==> src/hdl/tuirq_defs.svh <==
/*
 * constants for the translation unit interrupt output stage.
 * assumes inclusion by bare name from any design file that needs them.
 */
`ifndef TUIRQ_DEFS_SVH
`define TUIRQ_DEFS_SVH

// -----------------------------------------------------------------
// source indices of the interrupt vector
// -----------------------------------------------------------------
`define TUIRQ_NSRC 9
`define TUIRQ_SRC_EVTQ_S 0
`define TUIRQ_SRC_EVTQ_NS 1
`define TUIRQ_SRC_SYNC_S 2
`define TUIRQ_SRC_SYNC_NS 3
`define TUIRQ_SRC_GLOB_S 4
`define TUIRQ_SRC_GLOB_NS 5
`define TUIRQ_SRC_RAS 6
`define TUIRQ_SRC_PMU 7
`define TUIRQ_SRC_PRIQ 8
// sources 0..5 may go as messages, 6..8 are wire only
`define TUIRQ_MSI_MASK 9'h03f

// -----------------------------------------------------------------
// timing: a pulse is high one cycle, then low at least one cycle
// -----------------------------------------------------------------
`define TUIRQ_PULSE_HIGH 2'h1
`define TUIRQ_PULSE_LOW 2'h1
`define TUIRQ_MSI_IDX_W 4

`endif

==> src/hdl/tuirq_pkg.sv <==
/*
 * types for the translation unit interrupt output stage.
 * assumes tuirq_defs.svh is on the include path.
 */
package tuirq_pkg;
   // -----------------------------------------------------------------
   // edge generator states, gray along idle -> high -> low, both bits change on low -> idle
   // -----------------------------------------------------------------
   typedef enum logic [1:0]
   {
      TUIRQ_IDLE = 2'h0,
      TUIRQ_HIGH = 2'h1,
      TUIRQ_LOW = 2'h3
   } tuirq_edge_state_t;
endpackage : tuirq_pkg

==> src/hdl/tuirq_edge.sv <==
/*
 * one interrupt edge generator: latches an event and turns it into a
 * one-cycle high pulse followed by at least one low cycle.
 * assumes events come from logic on sys_clk_in.
 */
`timescale 1ns/1ns
`include "tuirq_defs.svh"

module tuirq_edge
(
   input wire logic sys_clk_in,
   input wire logic srst_in,
   input wire logic event_in,
   output logic irq_out
);
   import tuirq_pkg::*;

   tuirq_edge_state_t state;
   tuirq_edge_state_t next_state;
   logic pend;
   logic next_pend;
   logic irq;
   logic next_irq;

   // -----------------------------------------------------------------
   // next state
   // -----------------------------------------------------------------
   // event latched, one edge per occurrence
   always_comb
   begin
      next_state = state;
      next_pend = pend;
      next_irq = 1'b0;
      unique case (state)
         TUIRQ_IDLE:
         begin
            if (pend || event_in)
            begin
               next_state = TUIRQ_HIGH;
               next_irq = 1'b1;
               next_pend = 1'b0;
            end
         end
         TUIRQ_HIGH:
         begin
            next_state = TUIRQ_LOW;
            next_pend = pend | event_in;
         end
         TUIRQ_LOW:
         begin
            // low cycle before next edge
            next_state = TUIRQ_IDLE;
            next_pend = pend | event_in;
         end
         default:
         begin
            next_state = TUIRQ_IDLE;
            next_pend = 1'b0;
         end
      endcase
   end

   // outputs low under reset
   always_ff @(posedge sys_clk_in)
   begin
      if (srst_in)
      begin
         state <= TUIRQ_IDLE;
         pend <= 1'b0;
         irq <= 1'b0;
      end
      else
      begin
         state <= next_state;
         pend <= next_pend;
         irq <= next_irq;
      end
   end

   assign irq_out = irq;
endmodule : tuirq_edge

==> src/hdl/tuirq_top.sv <==
/*
 * interrupt output stage of the translation control unit.
 * turns internal event strobes into edge interrupt wires, and for the
 * six message-capable sources instead into message requests for the
 * table-walk master port when message mode is selected.
 * assumes all event inputs are single-cycle strobes or levels from
 * logic on sys_clk_in; the message port answers with msi_ack_in.
 */
// Notes on behaviour
// every interrupt output gives a fresh rising edge per occurrence
// receiving controller detects rising edges, not held levels
// event queue interrupts raised when queue not empty or overflowed
// sync completion interrupt raised when a sync command finishes
// separate secure and non-secure global interrupt outputs
// queue, sync and global interrupts may go as messages instead
// integrator may leave a wire open when messages are captured
// reliability interrupt is wire only, never a message
// monitor interrupt is wire only, never a message
// page request queue interrupt output provided
// outputs low in and after reset, low again before each edge
`timescale 1ns/1ns
`include "tuirq_defs.svh"

module tuirq_top
(
   input wire logic sys_clk_in,
   input wire logic srst_in,
   input wire logic secure_evtq_nonempty_in,
   input wire logic secure_evtq_overflow_in,
   input wire logic nonsecure_evtq_nonempty_in,
   input wire logic nonsecure_evtq_overflow_in,
   input wire logic secure_syncdone_in,
   input wire logic nonsecure_syncdone_in,
   input wire logic secure_global_in,
   input wire logic nonsecure_global_in,
   input wire logic ras_event_in,
   input wire logic pmu_event_in,
   input wire logic page_request_event_in,
   input wire logic [5:0] msi_enable_in,
   input wire logic msi_ack_in,
   output logic secure_evtq_irq_out,
   output logic nonsecure_evtq_irq_out,
   output logic secure_syncdone_irq_out,
   output logic nonsecure_syncdone_irq_out,
   output logic secure_global_irq_out,
   output logic nonsecure_global_irq_out,
   output logic ras_irq_out,
   output logic pmu_irq_out,
   output logic page_request_queue_irq_out,
   output logic msi_req_out,
   output logic [3:0] msi_src_out
);
   import tuirq_pkg::*;

   logic [`TUIRQ_NSRC-1:0] cond;
   logic [`TUIRQ_NSRC-1:0] cond_q;
   logic [`TUIRQ_NSRC-1:0] next_cond_q;
   logic [`TUIRQ_NSRC-1:0] occur;
   logic [`TUIRQ_NSRC-1:0] to_wire;
   logic [`TUIRQ_NSRC-1:0] irq;
   logic [5:0] to_msi;
   logic [5:0] msi_pend;
   logic [5:0] next_msi_pend;
   logic msi_req;
   logic next_msi_req;
   logic [3:0] msi_src;
   logic [3:0] next_msi_src;

   // -----------------------------------------------------------------
   // event conditions
   // -----------------------------------------------------------------
   // not empty or overflowed per queue
   always_comb
   begin
      cond = '0;
      cond[`TUIRQ_SRC_EVTQ_S] = secure_evtq_nonempty_in | secure_evtq_overflow_in;
      cond[`TUIRQ_SRC_EVTQ_NS] = nonsecure_evtq_nonempty_in | nonsecure_evtq_overflow_in;
      // sync completion per world
      cond[`TUIRQ_SRC_SYNC_S] = secure_syncdone_in;
      cond[`TUIRQ_SRC_SYNC_NS] = nonsecure_syncdone_in;
      // two separate global sources
      cond[`TUIRQ_SRC_GLOB_S] = secure_global_in;
      cond[`TUIRQ_SRC_GLOB_NS] = nonsecure_global_in;
      cond[`TUIRQ_SRC_RAS] = ras_event_in;
      cond[`TUIRQ_SRC_PMU] = pmu_event_in;
      // page request queue source
      cond[`TUIRQ_SRC_PRIQ] = page_request_event_in;
   end

   // a held condition counts once: only its rising edge is an occurrence,
   // so a queue that stays non-empty does not flood the controller
   always_comb
   begin
      next_cond_q = cond;
      occur = cond & ~cond_q;
   end

   always_ff @(posedge sys_clk_in)
   begin
      if (srst_in)
         cond_q <= '0;
      else
         cond_q <= next_cond_q;
   end

   // -----------------------------------------------------------------
   // routing between wire and message
   // -----------------------------------------------------------------
   // message mode steals the occurrence from the wire
   // upper sources never take the message path
   always_comb
   begin
      to_msi = occur[5:0] & msi_enable_in;
      to_wire = occur & ~{3'h0, to_msi};
   end

   // one edge generator per source
   genvar g;
   generate
      for (g = 0; g < `TUIRQ_NSRC; g = g + 1)
      begin : gen_edge
         tuirq_edge u_edge
         (
            .sys_clk_in(sys_clk_in),
            .srst_in(srst_in),
            .event_in(to_wire[g]),
            .irq_out(irq[g])
         );
      end
   endgenerate

   // -----------------------------------------------------------------
   // message request: lowest pending source first, held until ack
   // -----------------------------------------------------------------
   always_comb
   begin
      next_msi_pend = msi_pend | to_msi;
      next_msi_req = msi_req;
      next_msi_src = msi_src;
      if (msi_req && msi_ack_in)
      begin
         next_msi_req = 1'b0;
         // set wins over clear for a same-cycle new occurrence
         next_msi_pend[msi_src[2:0]] = to_msi[msi_src[2:0]];
      end
      else if (!msi_req)
      begin
         for (int i = 5; i >= 0; i--)
         begin
            if (msi_pend[i])
            begin
               next_msi_req = 1'b1;
               next_msi_src = 4'(i);
            end
         end
      end
   end

   always_ff @(posedge sys_clk_in)
   begin
      if (srst_in)
      begin
         msi_pend <= '0;
         msi_req <= 1'b0;
         msi_src <= 4'h0;
      end
      else
      begin
         msi_pend <= next_msi_pend;
         msi_req <= next_msi_req;
         msi_src <= next_msi_src;
      end
   end

   // -----------------------------------------------------------------
   // outputs, each straight from a flip-flop
   // -----------------------------------------------------------------
   // unused wires simply stay low in message mode
   assign secure_evtq_irq_out = irq[`TUIRQ_SRC_EVTQ_S];
   assign nonsecure_evtq_irq_out = irq[`TUIRQ_SRC_EVTQ_NS];
   assign secure_syncdone_irq_out = irq[`TUIRQ_SRC_SYNC_S];
   assign nonsecure_syncdone_irq_out = irq[`TUIRQ_SRC_SYNC_NS];
   assign secure_global_irq_out = irq[`TUIRQ_SRC_GLOB_S];
   assign nonsecure_global_irq_out = irq[`TUIRQ_SRC_GLOB_NS];
   assign ras_irq_out = irq[`TUIRQ_SRC_RAS];
   assign pmu_irq_out = irq[`TUIRQ_SRC_PMU];
   assign page_request_queue_irq_out = irq[`TUIRQ_SRC_PRIQ];
   assign msi_req_out = msi_req;
   assign msi_src_out = msi_src;
endmodule : tuirq_top

==> config.mk <==
export PLATFORM = sky130hd
export DESIGN_NAME = tuirq_top
export DESIGN_NICKNAME = d
export VERILOG_FILES = /design/src/hdl/tuirq_pkg.sv /design/src/hdl/tuirq_edge.sv /design/src/hdl/tuirq_top.sv
export VERILOG_INCLUDE_DIRS = /design/src /design/src/hdl
export SDC_FILE = /design/constraint.sdc
export NUM_CORES = 1
export LEC_CHECK = 0
export ABC_AREA = 1
export BUFFER_PORTS_ARGS = -buffer_cell sky130_fd_sc_hd__buf_2
export CORE_MARGIN = 8
export CORE_UTILIZATION = 38
export CTS_CLUSTER_DIAMETER = 200
export DETAILED_ROUTE_END_ITERATION = 8
export PLACE_DENSITY = 0.69
export SYNTH_ARGS = -nofsm -noshare
export SYNTH_HDL_FRONTEND = slang
export SYNTH_SLANG_ARGS = --single-unit
==> constraint.sdc <==
create_clock -name sys_clk_in -period 1.2 [get_ports sys_clk_in]
set_input_delay 0.24 -clock sys_clk_in [delete_from_list [all_inputs] [get_ports sys_clk_in]]
set_output_delay 0.24 -clock sys_clk_in [all_outputs]
set_load 0.01 [all_outputs]
==> results of run 1 <==
## cells by family after synthesis
| group | after synthesis | share of synthesized area |
|---|---|---|
| AND/OR/NAND/NOR | 115 | 0.277 |
| flip-flops | 55 | 0.535 |
| AO/OA/AOI/OAI | 30 | 0.0730 |
| buffers and inverters | 54 | 0.113 |
| other | 1 | 0.00182 |
## synth_stat cells, types with 3 or more instances
library cell and count:
nor3_1 10, nor3_2 10, inv_1 35, nand2_2 3, or2_1 7, inv_2 13, nor2_1 38, o21ai_1 11
nand3_1 6, buf_6 3, dfxtp_1 55, a21oi_1 17, nand2_1 34
## where the power goes
| group | total, mW | internal, mW | switching, mW | leakage [nW] |
|---|---|---|---|---|
| Sequential | 2.03 | 1.96 | 0.0752 | 0.453 |
| Clock | 1.03 | 0.473 | 0.552 | 0.0484 |
| Combinational | 0.553 | 0.213 | 0.340 | 0.629 |
## sequential cells by signal (all words and copies together), names as in the netlist
name,cells
cond_q,9
gen_edge.u_edge.irq_out,9
gen_edge.u_edge.pend,9
gen_edge.u_edge.state,18
msi_pend,6
msi_req_out,1
msi_src_out,3
## worst min-delay path, stage by stage
cell	delay [ns]
buf_2	0.07
inv_1	0.04
nor2_1	0.07
## metrics by stage
stage | hold WS, ns | total power, mW | cell area (um^2) | instances | utilization
after floorplan | 0.347 | 2.47 | 2060 | 255 | -
after global routing | 0.149 | 3.84 | 2380 | 362 | 0.461
final | 0.154 | 3.61 | 2380 | 362 | 0.461
after CTS | 0.138 | 3.67 | 2380 | 362 | 0.460
after global placement | 0.413 | 2.62 | 2290 | 354 | 0.442
after detailed placement | 0.418 | 2.63 | 2290 | 354 | 0.442
## placed cells by master (no fill, tap or decap)
master    count
or2_1         7
inv_2        13
nor2_2        2
o21ai_1      11
dfxtp_2       1
buf_4         1
clkinv_4      1
nand2_2       3
nor3_2       10
buf_2        32
clkbuf_1      1
nand3_1       6
o21ai_0       2
nor3_1       10
inv_1        35
nor2_1       38
nand3_2       1
dfxtp_1      54
nand2_1      34
buf_12        1
a21oi_1      17
conb_1        1
clkinv_2      1
clkbuf_8      6
or2_0         2
nor2_4        2
## area by class of cell
cell class                      instances  area, um^2  area share
Tap cell                               70        87.6      0.0368
Multi-Input combinational cell        146         724       0.304
Clock buffer                            7        86.3      0.0362
Clock inverter                          1        8.76     0.00368
Sequential cell                        55        1100       0.463
Timing Repair Buffer                   34         188      0.0788
Inverter                               49         185      0.0777
## repair_timing
action	CTS	global route
buffers inserted	0	0
hold buffers	0	0
setup endpoints to repair	0	1
resized for setup	0	1
## routing by layer
| layer | track usage | routed length (um) | vias to the layer above |
|---|---|---|---|
| met3 | 0.0364 | 247 | 5 |
| met5 | 0 | 0 | - |
| met1 | 0.113 | 1630 | 688 |
| met2 | 0.156 | 1600 | 26 |
| met4 | 0.0453 | 59 | 0 |
| li1 | - | - | 849 |
## final timing paths
kind | start | to | slack, ns | depth (start not counted)
worst max-delay path | msi_src_out[0]$_SDFFE_PP0P_ | msi_src_out[0] | 0.11 | 1
worst min-delay path | pmu_event_in | cond_q[7]$_SDFF_PP0_ | 0.15 | 3
worst max register to register | msi_pend[3]$_SDFF_PP0_ | msi_src_out[0]$_SDFFE_PP0P_ | 0.23 | 6
worst min register to register | gen_edge[1].u_edge.state[0]$_SDFFE_PP0P_ | gen_edge[1].u_edge.irq_out$_SDFF_PP0_ | 0.43 | 1
==> flow_summary.toml, run 1 <==
[worst_setup_path]
critPathRequiredTime_ns = 0.96
cp-start-kind = "register"
slowest_stage = "dfxtp_1"
crit_family = "flip-flops"
crit_chain = "buf_2"
cp_max_fo = 5
worstPathArrival_ns = 0.85
worst-path-buf-inv = 1
cpPeakStageDelay_ns = 0.40
crit_path_end_kind = "output pin"
critical_path_class = "register to output pin"

[sta]
min_period_ns = 1.09
layout_setup_ws_ns = 0.109
setup_viol = 0
clock_skew_ns = 0.00635
max_freq_ghz = 0.917
slew_violations = 0
rsz0062_at_grt = "no"
setup_tns_ns = 0
fin_crit_sh = 0.909
final-hold-violation-count = 0

[grt]
first_global_vias = 1429
gr-total-overflow = 0
track_usage = 0.0974
grt_start_max_net_pins = 33
grt_pass1_wl_mm = 6.08
antenna_found_initial = 0

[logic_synthesis]
yosysWarnings = 0
synthTopCellsByArea = "dfxtp_1 (54%), nor2_1 (6.9%), inv_1 (6.4%)"
netlist_area_um2 = 2060
synth-seq-area-share = 0.535
synth_edf_count = 0
synth.avg_cell_area_um2 = 8.07
async_flop_share = 0
ys_ff_latch = 55
yosysUniqueCellTypes = 22
synth_top_area_share = 0.535
synth_area_leader_cell = "dfxtp_1"
syn-num-nets = 275
yosys_most_used_dff = "dfxtp_1"
netlist_instances = 255

[power_and_ir_drop]
leakagePower_nw = 1.13
ir_drop_uv = 523
powerDensity_nw_per_um2 = 1520

[detailed_routing]
viasPerCell = 4.33
firstDrtPassIters = 4
wirelength_mm = 3.53
drt-initial-drc-count = 73
dr_total_vias = 1568
wire_per_inst_um = 9.76
postRouteAntennaNets = 0
drc = 0

[run_status]
status = "finished clean"

[clocking]
cts_root_buf = "clkbuf_8"
cts_tree = "built"
h-tree-depth = 2
cts_buffers = 5
clk_pin_slew_ns = 0.09
cts.sinks = 55
clk_path_buf_depth = 2
clk_latency_ns = 0.30

[floorplan]
die_x_um = 89.6
rows = 26
coreArea_um2 = 5170
io_pins = 34
start_util = 0.398
dieHeight_um = 89.6
dieArea_um2 = 8020

[final_layout]
nFillCells = 492
area_growth_pct = 15.8
diodes = 0
final_nets = 311
drive_gt1_frac = 0.253

[placed_design]
pre_cts_ws_ns = 0.185
gp_routability_congestion = 0.804
dp_hpwl_mm = 2.63
portBuffers = 32

[job]
maxCapViolations = 0

[min_path]
hold_path_class = "input pin to register"
No activity file was read; power rests on OpenSTA's default activity.
==> inputs of run 2 (changes only) <==
--- a/config.mk
+++ b/config.mk
@@ -8,11 +8,13 @@
 export LEC_CHECK = 0
 export ABC_AREA = 1
 export BUFFER_PORTS_ARGS = -buffer_cell sky130_fd_sc_hd__buf_2
+export CELL_PAD_IN_SITES_DETAIL_PLACEMENT = 1
+export CELL_PAD_IN_SITES_GLOBAL_PLACEMENT = 2
 export CORE_MARGIN = 8
-export CORE_UTILIZATION = 38
+export CORE_UTILIZATION = 32
 export CTS_CLUSTER_DIAMETER = 200
 export DETAILED_ROUTE_END_ITERATION = 8
-export PLACE_DENSITY = 0.69
+export PLACE_DENSITY = 0.89
 export SYNTH_ARGS = -nofsm -noshare
 export SYNTH_HDL_FRONTEND = slang
 export SYNTH_SLANG_ARGS = --single-unit
==> run 2 against run 1 <==
Effect of this change:
- combinational power up 5.4%
- highest routed layer unchanged
- largest cell class unchanged
- sequential power about the same
- critical path type unchanged
- fmax down 5.0%
- die area up 15%
- sequential share of layout area down 0.29 points
==> flow_summary.toml, run 2 (synthesized netlist as in run 1, its figures left out) <==
[sta]
clock_skew_ns = 0.00721
rsz0062_at_grt = "no"
min_period_ns = 1.15
layout_setup_ws_ns = 0.0519
slew_violations = 0
final-hold-violation-count = 0
fin_crit_sh = 0.957
setup_tns_ns = 0
setup_viol = 0
max_freq_ghz = 0.871

[final_layout]
largest_register_ffs = 18
diodes = 0
nFillCells = 789
drive_gt1_frac = 0.259
seq_area_um2 = 1100
layout_commonest_cell = "dfxtp_1"
final_nets = 312
final_cell_mix = "dfxtp_1 (53), nor2_1 (38), inv_1 (35)"
multi_input_area_um2 = 724
regMostFlops = "gen_edge.u_edge.state"
area_growth_pct = 16.7

[placed_design]
pre_cts_ws_ns = 0.178
portBuffers = 32
gp_routability_congestion = 0.788
dp_hpwl_mm = 3.25

[grt]
gr-total-overflow = 0
grt_pass1_wl_mm = 7.33
gr-usage-met2 = 0.166
top_usage_layer = "met2"
track_usage = 0.0996
met3_usage = 0.0304
first_global_vias = 1732
antenna_found_initial = 0
grt_start_max_net_pins = 33
grtUsageMet1 = 0.121

[worst_setup_path]
cpPeakStageDelay_ns = 0.35
cp_max_fo = 4
cp-start-kind = "register"
crit_path_end_kind = "output pin"
crit_chain = "buf_4, buf_2"
regToRegSetupSlack_ns = 0.18
slowest_stage = "dfxtp_2"
worst-path-buf-inv = 2
critPathRequiredTime_ns = 0.96
crit_family = "flip-flops"
worstPathArrival_ns = 0.91
critical_path_class = "register to output pin"

[clocking]
clk_path_buf_depth = 2
cts_root_buf = "clkbuf_8"
postCtsSetupBuffers = 0
clk_pin_slew_ns = 0.09
cts_tree = "built"
h-tree-depth = 2
clk_latency_ns = 0.30
cts.sinks = 55
cts_buffers = 5

[power_and_ir_drop]
ir_drop_uv = 744
powerDensity_nw_per_um2 = 1530
power_mw = 3.67
leakagePower_nw = 1.14

[detailed_routing]
wirelength_mm = 4.17
wire_per_inst_um = 11.3
viasPerCell = 4.37
drt-initial-drc-count = 42
dr_total_vias = 1618
firstDrtPassIters = 4
drc = 0
postRouteAntennaNets = 0

[floorplan]
die_x_um = 96.2
dieHeight_um = 96.2
rows = 29
dieArea_um2 = 9250
io_pins = 34
coreArea_um2 = 6280
start_util = 0.328

[run_status]
status = "finished clean"

[min_path]
hold_path_class = "input pin to register"

[job]
maxCapViolations = 0
[run 2: changes by cell type in the layout (fill, tap and decap cells not counted)]
cell / change
buf_4: +1
dfxtp_1: -1
dfxtp_2: +1
[run 2: worst register-to-register path, cell delays in order, from the launching register on]
cell	delay, ns
dfxtp_1	0.34
inv_1	0.07
o21ai_0	0.21
nand2_1	0.08
nand2_1	0.09
nand2_2	0.05
nand2_1	0.06
nor2_2	0.03
[run 2: report_power, final]
| part | leakage [nW] | switching [mW] | internal [mW] |
|---|---|---|---|
| Combinational | 0.634 | 0.361 | 0.222 |
| Clock | 0.0484 | 0.570 | 0.474 |
| Sequential | 0.453 | 0.0794 | 1.96 |
| Total | 1.14 | 1.01 | 2.65 |
[run 2: cell type report]
class	instances	share of cell area
Tap cell	77	0.0401
Sequential cell	55	0.460
Clock inverter	1	0.00365
Clock buffer	7	0.0360
Multi-Input combinational cell	146	0.302
Inverter	49	0.0772
Timing Repair Buffer	35	0.0813
[run 2: final timing paths]
kind | to | start | cells after the start
worst max register to register | msi_src_out[0]$_SDFFE_PP0P_ | msi_pend[4]$_SDFF_PP0_ | 7
worst max-delay path | msi_src_out[0] | msi_src_out[0]$_SDFFE_PP0P_ | 2
worst min register to register | gen_edge[4].u_edge.irq_out$_SDFF_PP0_ | gen_edge[4].u_edge.state[0]$_SDFFE_PP0P_ | 1
worst min-delay path | cond_q[6]$_SDFF_PP0_ | ras_event_in | 3
[run 2: per-layer routing]
layer | wire length, um | part of all wire
met5 | 0 | 0
met4 | 38 | 0.0091
met3 | 214 | 0.051
met2 | 1980 | 0.47
met1 | 1940 | 0.47
[run 2: repair_timing]
item	in CTS	in global routing
hold buffers	0	0
setup endpoints to repair	1	1
resized for setup	1	1
pin swaps	0	0
hold endpoints to repair	0	0
[run 2: metrics by stage]
| stage | hold slack, ns | area [um^2] | utilization | cells |
|---|---|---|---|---|
| after CTS | 0.139 | 2400 | 0.382 | 370 |
| after detailed placement | 0.426 | 2300 | 0.367 | 362 |
| after global routing | 0.162 | 2400 | 0.382 | 370 |
| final | 0.150 | 2400 | 0.382 | 370 |
| after floorplan | 0.347 | 2060 | - | 255 |
| after global placement | 0.413 | 2300 | 0.367 | 362 |
==> inputs of run 3 (changes only) <==
--- a/config.mk
+++ b/config.mk
@@ -14,7 +14,8 @@
 export CORE_UTILIZATION = 32
 export CTS_CLUSTER_DIAMETER = 200
 export DETAILED_ROUTE_END_ITERATION = 8
-export PLACE_DENSITY = 0.89
+export GPL_TIMING_DRIVEN = 0
+export PLACE_DENSITY_LB_ADDON = 0.12
 export SYNTH_ARGS = -nofsm -noshare
 export SYNTH_HDL_FRONTEND = slang
 export SYNTH_SLANG_ARGS = --single-unit
==> run 3 against run 2 <==
Effect of this change:
- power shrank 0.59%
- wire length is 3.5% higher
- register-to-register slack hardly changed
- die area is the same
- clock-buffer cell count fell by 1
- combinational power down 2%
- setup slack lost 0.00053 ns
- critical path depth down 1
- hold slack got worse by 0.0082 ns
- largest power group unchanged
==> flow_summary.toml, run 3 (synthesized netlist as in run 1, its figures left out) <==
[detailed_routing]
dr_total_vias = 1625
wire_per_inst_um = 11.7
wirelength_mm = 4.32
firstDrtPassIters = 3
viasPerCell = 4.39
postRouteAntennaNets = 0
drt-initial-drc-count = 39
drc = 0

[clocking]
cts_buffers = 5
cts.sinks = 55
h-tree-depth = 2
cts_root_buf = "clkbuf_8"
postCtsSetupBuffers = 0
clk_latency_ns = 0.30
clk_path_buf_depth = 2
cts_hold_buf = 0
clk_pin_slew_ns = 0.09
cts_tree = "built"

[min_path]
min_to = "cond_q[6]$_SDFF_PP0_"
hold_path_class = "input pin to register"
worstHoldPathCells = 3
hold_start = "ras_event_in"

[final_layout]
regMostFlops = "gen_edge.u_edge.state"
area_growth_pct = 16.5
drive_gt1_frac = 0.259
layout_commonest_cell = "dfxtp_1"
largest_register_ffs = 18
final_nets = 313
seq_area_um2 = 1100
stdcell_count = 370
multi_input_area_um2 = 724
nFillCells = 779
final_cell_mix = "dfxtp_1 (54), nor2_1 (38), inv_1 (35)"
diodes = 0

[sta]
setup_viol = 0
rsz0062_at_grt = "no"
final-hold-violation-count = 0
min_period_ns = 1.15
setup_tns_ns = 0
slew_violations = 0
clock_skew_ns = 0.00407
max_freq_ghz = 0.871
fin_crit_sh = 0.957
layout_setup_ws_ns = 0.0514

[grt]
antenna_found_initial = 0
grt_pass1_wl_mm = 7.25
track_usage = 0.102
gr-total-overflow = 0
grt_start_max_net_pins = 16
first_global_vias = 1665

[worst_setup_path]
rr_startpoint = "msi_src_out[0]$_SDFFE_PP0P_"
slowest_stage = "dfxtp_1"
crit_family = "flip-flops"
critical_path_class = "register to output pin"
r2r-end = "msi_pend[3]$_SDFF_PP0_"
cpPeakStageDelay_ns = 0.43
ff2ff_path_depth = 5
worst-path-buf-inv = 1
crit_path_end_kind = "output pin"
crit_chain = "buf_2"
worstPathArrival_ns = 0.91
critPathRequiredTime_ns = 0.96
regToRegSetupSlack_ns = 0.18
cp_max_fo = 5
cp-start-kind = "register"

[placed_design]
dp_cells = 363
portBuffers = 31
dp_hpwl_mm = 3.27
gp_routability_congestion = 0.704
pre_cts_ws_ns = 0.131

[power_and_ir_drop]
leakagePower_nw = 1.14
powerDensity_nw_per_um2 = 1520
ir_drop_uv = 589

[floorplan]
io_pins = 34
dieArea_um2 = 9250
coreArea_um2 = 6280
dieHeight_um = 96.2
rows = 29
die_x_um = 96.2
start_util = 0.328

[run_status]
status = "finished clean"

[job]
maxCapViolations = 0
## run 3: cell types whose count changed in the layout (fill, tap and decap cells not counted)
cell	before	now
buf_12	1	0
buf_4	2	1
buf_6	0	3
clkbuf_1	1	0
clkinv_2	1	2
clkinv_4	1	0
dfxtp_1	53	54
dfxtp_2	2	1
## run 3: final cells by class
| class | instances | area share |
|---|---|---|
| flip-flops and latches | 55 | 0.460 |
| plain buffers | 5 | 0.0193 |
| inverters | 49 | 0.0772 |
| multi-input cells | 146 | 0.302 |
| repair buffers | 31 | 0.0647 |
| well taps | 77 | 0.0402 |
| clock inverters | 1 | 0.00209 |
| clock buffers | 6 | 0.0344 |
## run 3: timing repair
item,CTS,global route
hold endpoints to repair,0,0
gates resized for setup,1,0
endpoints found under the setup margin,1,0
## run 3: metal layers
metal  global-route usage  wire (um)  vias up
met1                0.122       2000      742
met4               0.0346         63        0
li1                     -          -      851
met5                    0          0        -
met3               0.0351        261        6
met2                0.167       1990       26
## run 3: through the flow
| stage | hold slack [ns] | instance area [um^2] | power, mW | utilization |
|---|---|---|---|---|
| 2_1_floorplan | 0.347 | 2060 | 2.47 | - |
| 3_3_place_gp | 0.413 | 2310 | 2.66 | 0.368 |
| 3_5_place_dp | 0.419 | 2310 | 2.67 | 0.368 |
| 4_1_cts | 0.131 | 2400 | 3.72 | 0.382 |
| 5_1_grt | 0.155 | 2400 | 3.86 | 0.382 |
| 6_report | 0.141 | 2400 | 3.64 | 0.382 |
## run 3: where the power goes
group | total (mW) | switching (mW) | internal, mW
clock | 1.03 | 0.579 | 0.455
combinational | 0.572 | 0.356 | 0.216
sequential | 2.04 | 0.0811 | 1.96
total | 3.64 | 1.02 | 2.63
## run 3: worst max-delay path by stage
stage	from	end	slack (ns)	cells past startpoint
2_1_floorplan	msi_req_out$_SDFF_PP0_	msi_pend[2]$_SDFF_PP0_	0.31	4
3_3_place_gp	msi_req_out$_SDFF_PP0_	msi_pend[4]$_SDFF_PP0_	0.15	4
3_5_place_dp	msi_req_out$_SDFF_PP0_	msi_pend[4]$_SDFF_PP0_	0.13	4
4_1_cts	msi_src_out[0]$_SDFFE_PP0P_	msi_src_out[0]	0.03	1
5_1_grt	msi_src_out[0]$_SDFFE_PP0P_	msi_src_out[0]	0.005	1
6_report	msi_src_out[0]$_SDFFE_PP0P_	msi_src_out[0]	0.05	1
